**config.mk**
```make
export PLATFORM = sky130hd
export DESIGN_NAME = controller_fault_supervisor
export DESIGN_NICKNAME = d
export VERILOG_FILES = /design/src/fault_supervisor_pkg.sv /design/src/controller_fault_supervisor.sv
export SDC_FILE = /design/constraint.sdc
export NUM_CORES = 1
export LEC_CHECK = 0
export BUFFER_PORTS_ARGS = -buffer_cell sky130_fd_sc_hd__buf_2
export CAP_MARGIN = 25
export CORE_UTILIZATION = 52
export DETAILED_ROUTE_END_ITERATION = 7
export PLACE_DENSITY = 0.84
export SETUP_SLACK_MARGIN = 0.1
export SYNTH_ARGS = -nofsm -noshare
export SYNTH_HDL_FRONTEND = slang
export SYNTH_SLANG_ARGS = --single-unit
```
**constraint.sdc**
```tcl
create_clock -name i_clk -period 2.5 [get_ports i_clk]
set_clock_uncertainty 0.1 [all_clocks]
set_input_delay 0.375 -clock i_clk [delete_from_list [all_inputs] [get_ports i_clk]]
set_output_delay 0.375 -clock i_clk [all_outputs]
set_load 0.02 [all_outputs]
```
**src/fault_supervisor_pkg.sv**
```systemverilog
package fault_supervisor_pkg;

  // clock rate
  localparam int unsigned CLK_HZ = 50_000_000;

  // power-up diagnostic run time and refresh period
  localparam int unsigned DIAG_TIME_US    = 10;
  localparam int unsigned REFRESH_TIME_US = 100;
  localparam int unsigned DIAG_CYCLES     = (DIAG_TIME_US * (CLK_HZ / 1_000_000) < 1) ? 1 :
                                            DIAG_TIME_US * (CLK_HZ / 1_000_000);
  localparam int unsigned REFRESH_CYCLES  = REFRESH_TIME_US * (CLK_HZ / 1_000_000);
  localparam logic [15:0] DIAG_LAST       = 16'(DIAG_CYCLES - 1);

  // apb register byte offsets
  localparam logic [7:0] ADDR_STATUS  = 8'h00;
  localparam logic [7:0] ADDR_FATAL   = 8'h04;
  localparam logic [7:0] ADDR_NFATAL  = 8'h08;
  localparam logic [7:0] ADDR_SFLAG   = 8'h0c;
  localparam logic [7:0] ADDR_CONTROL = 8'h10;
  localparam logic [7:0] ADDR_IOCFG   = 8'h14;

  // special flag memory bit positions
  localparam int unsigned SF_RUNTIME = 0;
  localparam int unsigned SF_COMPILE = 1;
  localparam int unsigned SF_RTPROG  = 2;
  localparam int unsigned SF_CFGCHG  = 3;
  localparam int unsigned SF_WIDTH   = 4;

  // control register bit positions
  localparam int unsigned CTL_STOP = 0;

  // error widths, category codes, reset values
  localparam int unsigned CODE_W     = 8;
  localparam int unsigned CFG_W      = 8;
  localparam logic [1:0]  CAT_NONE    = 2'h0;
  localparam logic [1:0]  CAT_RUNTIME = 2'h1;
  localparam logic [1:0]  CAT_COMPILE = 2'h2;
  localparam logic [1:0]  CAT_RTPROG  = 2'h3;
  localparam logic [7:0]  CODE_RST    = 8'h00;
  localparam logic [7:0]  CFG_RST     = 8'h00;
  localparam logic [7:0]  CODE_PTR    = 8'h01;
  localparam logic [15:0] PTR_LIMIT   = 16'h0fff;

  // mode selector positions
  typedef enum logic [1:0] {
    SW_STOP = 2'b00,
    SW_RUN  = 2'b01,
    SW_TERM = 2'b10
  } mode_sw_t;

  // operating modes
  typedef enum logic [1:0] {
    MODE_DIAG  = 2'b00,
    MODE_RUN   = 2'b01,
    MODE_STOP  = 2'b10,
    MODE_FATAL = 2'b11
  } mode_t;

endpackage

```
**src/controller_fault_supervisor.sv**
```systemverilog
// What this block does
// RULE1 - errors are fatal or non-fatal; non-fatal split into three categories
// RULE2 - every generated error leaves a code readable by the programming station
// RULE3 - a fatal error halts user program execution
// RULE4 - after fatal error, block stays safe and still answers status reads
// RULE5 - fatal error enters stop, lights fault and stop lamps, outputs off
// RULE6 - fatal state holds until restart after the error is removed
// RULE7 - restart comes from power cycle or selector run/term to stop
// RULE8 - restart clears the fatal latch and runs power-up diagnostics
// RULE9 - diagnostics failing relights fault; passing resumes normal operation
// RULE10 - non-fatal errors do not stop execution or i/o updates
// RULE11 - non-fatal errors in run mode show in special flag bits
// RULE12 - at startup the i/o configuration is stored and flagged
// RULE13 - i/o module status in special flags is refreshed periodically
// RULE14 - config mismatch sets changed flag and freezes module update
// RULE15 - changed flag clears only when i/o matches stored configuration
// RULE16 - download is checked; a rule violation aborts it with a code
// RULE17 - an aborted download leaves the stored program intact
// RULE18 - out-of-range pointer during execution flags run-time programming error
// RULE19 - non-fatal error keeps mode, logs flag, execution continues
// RULE20 - user program may request a change to stop mode
// RULE21 - last fatal and non-fatal codes readable; fatal cleared on restart
//
// Decided for this implementation: the register addresses and the APB register port.
`timescale 1ns/100ps
`default_nettype none

module controller_fault_supervisor
  import fault_supervisor_pkg::*;
#(
  parameter int unsigned REFRESH_LEN = fault_supervisor_pkg::REFRESH_CYCLES
) (
  // clock and reset
  input  wire logic                                 i_clk,
  input  wire logic                                 i_rst,
  // apb slave
  input  wire logic                                 i_psel,
  input  wire logic                                 i_penable,
  input  wire logic                                 i_pwrite,
  input  wire logic [7:0]                           i_paddr,
  input  wire logic [31:0]                          i_pwdata,
  output logic [31:0]                               o_prdata,
  output logic                                      o_pready,
  output logic                                      o_pslverr,
  // mode selector and diagnostics
  input  wire logic [1:0]                           i_mode_sw,
  input  wire logic                                 i_diag_fail,
  // error sources
  input  wire logic                                 i_fatal_err,
  input  wire logic [fault_supervisor_pkg::CODE_W-1:0] i_fatal_code,
  input  wire logic                                 i_rt_err,
  input  wire logic [fault_supervisor_pkg::CODE_W-1:0] i_rt_code,
  input  wire logic                                 i_ptr_valid,
  input  wire logic [15:0]                          i_ptr_addr,
  input  wire logic                                 i_user_stop,
  // program download
  input  wire logic                                 i_dl_start,
  input  wire logic                                 i_dl_viol,
  input  wire logic [fault_supervisor_pkg::CODE_W-1:0] i_dl_viol_code,
  input  wire logic                                 i_dl_end,
  // i/o configuration
  input  wire logic [fault_supervisor_pkg::CFG_W-1:0]  i_io_cfg,
  // status outputs
  output logic                                      o_prog_run,
  output logic                                      o_stop_led,
  output logic                                      o_fault_led,
  output logic                                      o_outputs_off,
  output logic                                      o_io_update_en,
  output logic                                      o_prog_commit,
  output logic [fault_supervisor_pkg::SF_WIDTH-1:0] o_sf_flags,
  output logic [fault_supervisor_pkg::CFG_W-1:0]    o_sf_io_status
);
  import fault_supervisor_pkg::*;

  // state
  mode_t                mode_q, mode_d;
  logic [15:0]          diag_cnt_q;
  logic [1:0]           sw_q;
  logic                 stop_hold_q;
  logic [CODE_W-1:0]    fatal_code_q;
  logic [CODE_W-1:0]    nf_code_q;
  logic [1:0]           nf_cat_q;
  logic [SF_WIDTH-1:0]  sf_q;
  logic [CFG_W-1:0]     cfg_store_q;
  logic [CFG_W-1:0]     io_stat_q;
  logic [31:0]          refresh_cnt_q;
  logic                 dl_active_q;
  logic                 commit_q;
  logic                 ctl_stop_q;
  logic [31:0]          rdata_q;

  // apb decode
  wire apb_setup  = i_psel & ~i_penable;
  wire apb_access = i_psel & i_penable;
  wire hit_status = (i_paddr == ADDR_STATUS);
  wire hit_fatal  = (i_paddr == ADDR_FATAL);
  wire hit_nfatal = (i_paddr == ADDR_NFATAL);
  wire hit_sflag  = (i_paddr == ADDR_SFLAG);
  wire hit_ctl    = (i_paddr == ADDR_CONTROL);
  wire hit_iocfg  = (i_paddr == ADDR_IOCFG);
  wire hit_any    = hit_status | hit_fatal | hit_nfatal |
                    hit_sflag | hit_ctl | hit_iocfg;
  wire wr_sflag   = apb_access & i_pwrite & hit_sflag;
  wire wr_ctl     = apb_access & i_pwrite & hit_ctl;

  // mode selector events
  wire sw_was_on  = (sw_q == SW_RUN) | (sw_q == SW_TERM);
  wire sw_is_on   = (i_mode_sw == SW_RUN) | (i_mode_sw == SW_TERM);
  // RULE7 selector restart edge
  wire restart    = sw_was_on & (i_mode_sw == SW_STOP);
  wire diag_done  = (mode_q == MODE_DIAG) & (diag_cnt_q == DIAG_LAST);
  wire in_run     = (mode_q == MODE_RUN);

  // RULE20 user or software stop request
  wire stop_req   = i_user_stop | (wr_ctl & i_pwdata[CTL_STOP]);

  // error classification
  // RULE18 pointer beyond range
  wire ptr_err    = in_run & i_ptr_valid & (i_ptr_addr > PTR_LIMIT);
  // RULE11 run-time errors seen in run
  wire rt_err     = in_run & i_rt_err;
  // RULE16 violation aborts download
  wire dl_abort   = dl_active_q & i_dl_viol;
  // RULE1 fatal class wins over every other mode change; non-fatal flags and codes still log in the same cycle
  wire fatal_evt  = i_fatal_err & (mode_q != MODE_FATAL);
  wire diag_fatal = diag_done & i_diag_fail;

  // i/o configuration compare
  wire refresh_tick = (refresh_cnt_q == REFRESH_LEN - 1);
  wire cfg_mismatch = (i_io_cfg != cfg_store_q);

  // special flag set and clear terms
  logic [SF_WIDTH-1:0] sf_set;
  logic [SF_WIDTH-1:0] sf_clr;
  always_comb begin
    sf_set             = '0;
    sf_clr             = wr_sflag ? i_pwdata[SF_WIDTH-1:0] : '0;
    sf_set[SF_RUNTIME] = rt_err;
    sf_set[SF_COMPILE] = dl_abort;
    sf_set[SF_RTPROG]  = ptr_err;
    // RULE14 mismatch raises changed flag
    sf_set[SF_CFGCHG]  = in_run & refresh_tick & cfg_mismatch;
    // RULE15 clear only once i/o matches again
    sf_clr[SF_CFGCHG]  = in_run & refresh_tick & ~cfg_mismatch;
  end

  // mode sequencing
  always_comb begin
    mode_d = mode_q;
    unique case (mode_q)
      MODE_DIAG: begin
        // RULE9 diagnostics outcome
        if (diag_fatal || fatal_evt) begin
          mode_d = MODE_FATAL;
        end else if (diag_done) begin
          mode_d = (sw_is_on && !stop_hold_q) ? MODE_RUN : MODE_STOP;
        end
      end
      MODE_RUN: begin
        // RULE19 non-fatal errors keep mode
        if (fatal_evt) begin
          mode_d = MODE_FATAL;
        end else if (stop_req || !sw_is_on) begin
          mode_d = MODE_STOP;
        end
      end
      MODE_STOP: begin
        if (fatal_evt) begin
          mode_d = MODE_FATAL;
        end else if (sw_is_on && !stop_hold_q && !ctl_stop_q) begin
          mode_d = MODE_RUN;
        end
      end
      MODE_FATAL: begin
        // RULE6 hold until restart
        // RULE8 restart reruns diagnostics
        if (restart) begin
          mode_d = MODE_DIAG;
        end
      end
    endcase
  end

  // mode register and selector history
  always_ff @(posedge i_clk) begin
    if (i_rst) begin
      mode_q <= MODE_DIAG;
      sw_q   <= SW_STOP;
    end else begin
      mode_q <= mode_d;
      sw_q   <= i_mode_sw;
    end
  end

  // power-up diagnostic timer
  always_ff @(posedge i_clk) begin
    if (i_rst || mode_q != MODE_DIAG) begin
      diag_cnt_q <= '0;
    end else if (!diag_done) begin
      diag_cnt_q <= diag_cnt_q + 16'h0001;
    end
  end

  // stop latch until selector passes through stop
  always_ff @(posedge i_clk) begin
    if (i_rst || i_mode_sw == SW_STOP) begin
      stop_hold_q <= 1'b0;
    end else if (in_run && i_user_stop) begin
      stop_hold_q <= 1'b1;
    end
  end

  // software control register
  always_ff @(posedge i_clk) begin
    if (i_rst) begin
      ctl_stop_q <= 1'b0;
    end else if (wr_ctl) begin
      ctl_stop_q <= i_pwdata[CTL_STOP];
    end
  end

  // RULE21 last fatal code, cleared on restart
  always_ff @(posedge i_clk) begin
    if (i_rst || (mode_q == MODE_FATAL && restart)) begin
      fatal_code_q <= CODE_RST;
    end else if (fatal_evt) begin
      // RULE2 fatal code kept for readback
      fatal_code_q <= i_fatal_code;
    end else if (diag_fatal) begin
      fatal_code_q <= i_fatal_code;
    end
  end

  // RULE2 last non-fatal code and category
  always_ff @(posedge i_clk) begin
    if (i_rst) begin
      nf_code_q <= CODE_RST;
      nf_cat_q  <= CAT_NONE;
    end else if (dl_abort) begin
      nf_code_q <= i_dl_viol_code;
      nf_cat_q  <= CAT_COMPILE;
    end else if (ptr_err) begin
      nf_code_q <= CODE_PTR;
      nf_cat_q  <= CAT_RTPROG;
    end else if (rt_err) begin
      nf_code_q <= i_rt_code;
      nf_cat_q  <= CAT_RUNTIME;
    end
  end

  // special flags, set wins over clear
  always_ff @(posedge i_clk) begin
    if (i_rst) begin
      sf_q <= '0;
    end else begin
      sf_q <= (sf_q & ~sf_clr) | sf_set;
    end
  end

  // RULE12 capture configuration at startup
  always_ff @(posedge i_clk) begin
    if (i_rst) begin
      cfg_store_q <= CFG_RST;
    end else if (diag_done && !i_diag_fail) begin
      cfg_store_q <= i_io_cfg;
    end
  end

  // RULE13 periodic status refresh
  always_ff @(posedge i_clk) begin
    if (i_rst || refresh_tick) begin
      refresh_cnt_q <= '0;
    end else begin
      refresh_cnt_q <= refresh_cnt_q + 32'h0000_0001;
    end
  end

  always_ff @(posedge i_clk) begin
    if (i_rst) begin
      io_stat_q <= CFG_RST;
    end else if ((diag_done && !i_diag_fail) || (in_run && refresh_tick)) begin
      io_stat_q <= i_io_cfg;
    end
  end

  // download tracking
  always_ff @(posedge i_clk) begin
    if (i_rst || dl_abort || i_dl_end) begin
      dl_active_q <= 1'b0;
    end else if (i_dl_start) begin
      dl_active_q <= 1'b1;
    end
  end

  // RULE17 commit only a clean download
  always_ff @(posedge i_clk) begin
    if (i_rst) begin
      commit_q <= 1'b0;
    end else begin
      commit_q <= dl_active_q & i_dl_end & ~i_dl_viol;
    end
  end

  // read mux, captured in setup phase
  logic [31:0] rdata_d;
  always_comb begin
    rdata_d = '0;
    if (hit_status) begin
      rdata_d[1:0] = mode_q;
      rdata_d[2]   = (mode_q == MODE_FATAL);
      rdata_d[3]   = sf_q[SF_CFGCHG];
      rdata_d[4]   = dl_active_q;
    end else if (hit_fatal) begin
      rdata_d[CODE_W-1:0] = fatal_code_q;
    end else if (hit_nfatal) begin
      rdata_d[CODE_W-1:0]      = nf_code_q;
      rdata_d[CODE_W+1:CODE_W] = nf_cat_q;
    end else if (hit_sflag) begin
      rdata_d[SF_WIDTH-1:0] = sf_q;
    end else if (hit_ctl) begin
      rdata_d[CTL_STOP] = ctl_stop_q;
    end else if (hit_iocfg) begin
      rdata_d[CFG_W-1:0]       = cfg_store_q;
      rdata_d[2*CFG_W-1:CFG_W] = io_stat_q;
    end
  end

  // RULE4 bus answers in every mode
  always_ff @(posedge i_clk) begin
    if (i_rst) begin
      rdata_q <= '0;
    end else if (apb_setup && !i_pwrite) begin
      rdata_q <= rdata_d;
    end
  end

  // apb answer
  assign o_pready  = apb_access;
  assign o_pslverr = apb_access & ~hit_any;
  assign o_prdata  = rdata_q;

  // RULE3 program halts outside run
  assign o_prog_run     = in_run;
  // RULE5 fatal lamps and outputs off
  assign o_fault_led    = (mode_q == MODE_FATAL);
  assign o_stop_led     = ~in_run;
  assign o_outputs_off  = ~in_run;
  // RULE10 non-fatal leaves updates on
  // RULE14 freeze module while changed
  assign o_io_update_en = in_run & ~sf_q[SF_CFGCHG];
  assign o_prog_commit  = commit_q;
  assign o_sf_flags     = sf_q;
  assign o_sf_io_status = io_stat_q;

endmodule

`default_nettype wire

```
==> run metrics <==
status=completed; ys flop type=dfxtp_1; die width=104.0 um; clock-pin slew on the worst setup and hold paths=0.11 ns; Final Slew Violations=0; vias in the first global route=between 4,000 and 5,000; # hold bufs at CTS=0; fin crit share=0.8859; cells after synthesis=644; flop2flop setup slack=0.32 ns; Vias/cell=5.927; Avg Cell Area, Syn=8.403 um^2; Final Hold Viols=0; Nets=834; routed vias=5,133; Worst Hold Launch=i_dl_end; Setup TNS=0 ns; GRT Total Usage=0.2543; relative slew slack=0.5888; layout cell share with drive strength beyond 1=0.2005; Port Buf Inserts=between 90 and 100; Critical Path RT=2.03 ns; Final Critical Period=2.215 ns; sequential area share after synthesis=0.4069; fin util=0.6212; core area=slightly below 0.01 mm^2; maximum vdd drop=approximately 360 uV; Reg-to-Reg Start=mode_q[1]$_SDFFE_PP0P_; RSZ-0062 raised after global routing=false; worst slew pin tran=0.6169 ns; max-cap violation count=0; Min-Delay Path Class=input pin to flip-flop; worst-skew pair later-pin latency=0.37 ns; H-tree lvl count=3; number of synthesized flops with an enable pin=0; Routed wire per std cell=15.81 um; synthesis-stage register bit count=110; fillcell total=slightly below 900; initial antenna violation count=0; synth-to-layout area growth=13.76%; Final Instance Area=0.006156 mm^2; startpoint types=flip-flop; Synth cell types=61; CTS tree=done; count of TritonRoute iterations in the first routing pass=8; Ports=155; final setup fails=0; placed instance area=0.005934 mm^2; Die H=104.0 um; num rows=36; ant diodes=0; Clock Path Buffers=2; WP data arrival=1.74 ns; Cell Area, Synth=around 0.0054 mm^2; worst hold slack=0.05845 ns; CP Class=flip-flop to output pin; FMAX=0.4515 GHz; Min-Delay Path Depth=2; CP max FO=13; total die area=0.01082 mm^2; Yosys Warn Count=0; first-pass GRT wire length=between 20,000 and 25,000 um; ys async rst share=0; FF-to-FF path depth=7; ANT nets after route=0; initial core utilization=0.5461; final WL=approximately 14,000 um; clk root buf=clkbuf_8; HPWL after DPL=10,200 um; Worst R2R End=nf_code_q[2]$_SDFFE_PP0P_; Remaining DRCs=0; Hold Crit Endpoint=dl_active_q$_SDFFE_PP0P_; 1st-iter DRT viols=390; Final Wtd Congestion=0.9143; CP endpoint kind=output pin; leakage power=2.353 nW; largest net degree at the start of global routing=51; P per Cell Area=548.1 mW/mm^2; Sink Count=110; Congestion Overflow GR=0; Num CTS Buffers=9
-- Yosys cell counts, types with 4 or more instances --
| library cell | number | area [um^2] |
|---|---|---|
| xor2_1 | 16 | 140.1 |
| xnor2_1 | 33 | 289.0 |
| nand2_1 | 40 | 150.1 |
| nor2_1 | 89 | 334.1 |
| or3b_2 | 8 | 70.07 |
| inv_1 | 16 | 60.06 |
| and3_1 | 15 | 93.84 |
| clkbuf_1 | 20 | 75.07 |
| dfxtp_1 | 110 | 2202 |
| a31oi_1 | 10 | 62.56 |
| and4_1 | 6 | 52.55 |
| buf_2 | 7 | 35.03 |
| a2bb2oi_1 | 7 | 61.31 |
| and2_1 | 4 | 25.02 |
| nand3_1 | 54 | 270.3 |
| mux2i_1 | 13 | 130.1 |
| a22oi_1 | 11 | 82.58 |
| o21ai_0 | 22 | 110.1 |
| or3_1 | 6 | 37.54 |
| a211oi_1 | 4 | 30.03 |
| nor4_1 | 10 | 62.56 |
| a21oi_1 | 30 | 150.1 |
| buf_4 | 19 | 142.6 |
| nor3b_1 | 4 | 30.03 |
| o22ai_1 | 4 | 25.02 |
| nand4_1 | 11 | 68.82 |
| nor3_1 | 24 | 120.1 |
-- per-layer routing --
layer,vias to the layer above,track usage,part of all wire
met5,-,0,0
met4,0,0.1398,0.041
met3,41,0.04699,0.062
met2,209,0.4290,0.49
met1,2443,0.3053,0.40
li1,2440,-,-
-- critical path, stage by stage, from the launching register on --
cell and delay [ns]:
dfxtp_1 0.34, buf_4 0.17, inv_1 0.21, nor2_1 0.40
buf_2 0.24
-- state kept, by name, indices dropped and copies added, names as in the netlist, named ones only --
signal and flops:
sw_q 2, diag_cnt_q 16, o_prog_commit 1, nf_cat_q 2, ctl_stop_q 1, cfg_store_q 8, o_prdata 16, o_sf_io_status 8
refresh_cnt_q 32, mode_q 2, o_sf_flags 3, nf_code_q 8, stop_hold_q 1, fatal_code_q 8, dl_active_q 1
-- cells by family after synthesis --
kind of cell | synth area share
AOI/OAI and AO/OA | 0.1286
xor gates and xnor gates | 0.07931
adders and majority gates | 0.006937
buffers and inverters | 0.06012
DFF | 0.4069
muxes | 0.02821
other | 0.0006930
and+or+nand+nor | 0.2893
-- report_power, final --
part           switching, mW  total (mW)  leakage, nW  internal (mW)
clock                  0.614        1.14        0.103          0.526
sequential            0.0461        1.85        0.892           1.80
combinational          0.250       0.388         1.36          0.138
-- per-stage QoR --
step	total power [mW]	instances	worst slack [ns]
6_report	3.374	866	0.2853
5_1_grt	3.502	866	0.1359
4_1_cts	3.383	866	0.2263
3_5_place_dp	2.263	850	0.2430
3_3_place_gp	2.251	850	0.2974
2_1_floorplan	2.134	659	0.5422
-- cell usage in the layout (no fill, tap or decap), types with 6 or more instances in the layout --
cell         n
conb_1      16
nand2_1     40
dfxtp_1    110
and3_1      15
buf_2       97
inv_1       16
nor2_1      89
buf_4       10
nor3_1      24
xnor2_1     33
xor2_1      16
nand3_1     54
a31oi_1     10
a21oi_1     30
or3_1        6
or3b_2       8
nor4_1      10
mux2i_1     13
and4_1       6
a22oi_1     11
clkbuf_8    11
a2bb2oi_1    7
o21ai_0     22
nand4_1     11
-- cell type report --
| type | count | area [um^2] | area share |
|---|---|---|---|
| clock inverter | 5 | 62.56 | 0.01016 |
| tap | 133 | 166.4 | 0.02703 |
| sequential | 110 | 2202 | 0.3577 |
| inverter | 16 | 60.06 | 0.009756 |
| timing repair buffer | 107 | 560.5 | 0.09106 |
| clock buffer | 11 | 151.4 | 0.02459 |
| multi-input combinational | 484 | 2953 | 0.4797 |
-- how the worst max path moves through the flow --
stage                                     start                           to  slack, ns  cells past startpoint
floorplan            diag_cnt_q[0]$_SDFFE_PP0P_  cfg_store_q[7]$_SDFFE_PP0P_       0.54                      7
global placement    refresh_cnt_q[5]$_SDFF_PP0_                    flip-flop       0.30                      5
detailed placement   diag_cnt_q[0]$_SDFFE_PP0P_  cfg_store_q[7]$_SDFFE_PP0P_       0.24                      6
CTS                 refresh_cnt_q[5]$_SDFF_PP0_                    flip-flop       0.23                      5
global route             mode_q[1]$_SDFFE_PP0P_    nf_code_q[2]$_SDFFE_PP0P_       0.14                      7
finish                   mode_q[0]$_SDFFE_PP0P_                  o_fault_led       0.29                      4
-- repair_timing --
| item | in CTS | in global routing |
|---|---|---|
| endpoints found under the setup margin | 0 | 3 |
| gates resized for setup | 0 | 2 |
| setup buffers | 0 | 0 |
| endpoints found under the hold margin | 0 | 0 |
No activity file was read; power rests on OpenSTA's default activity.
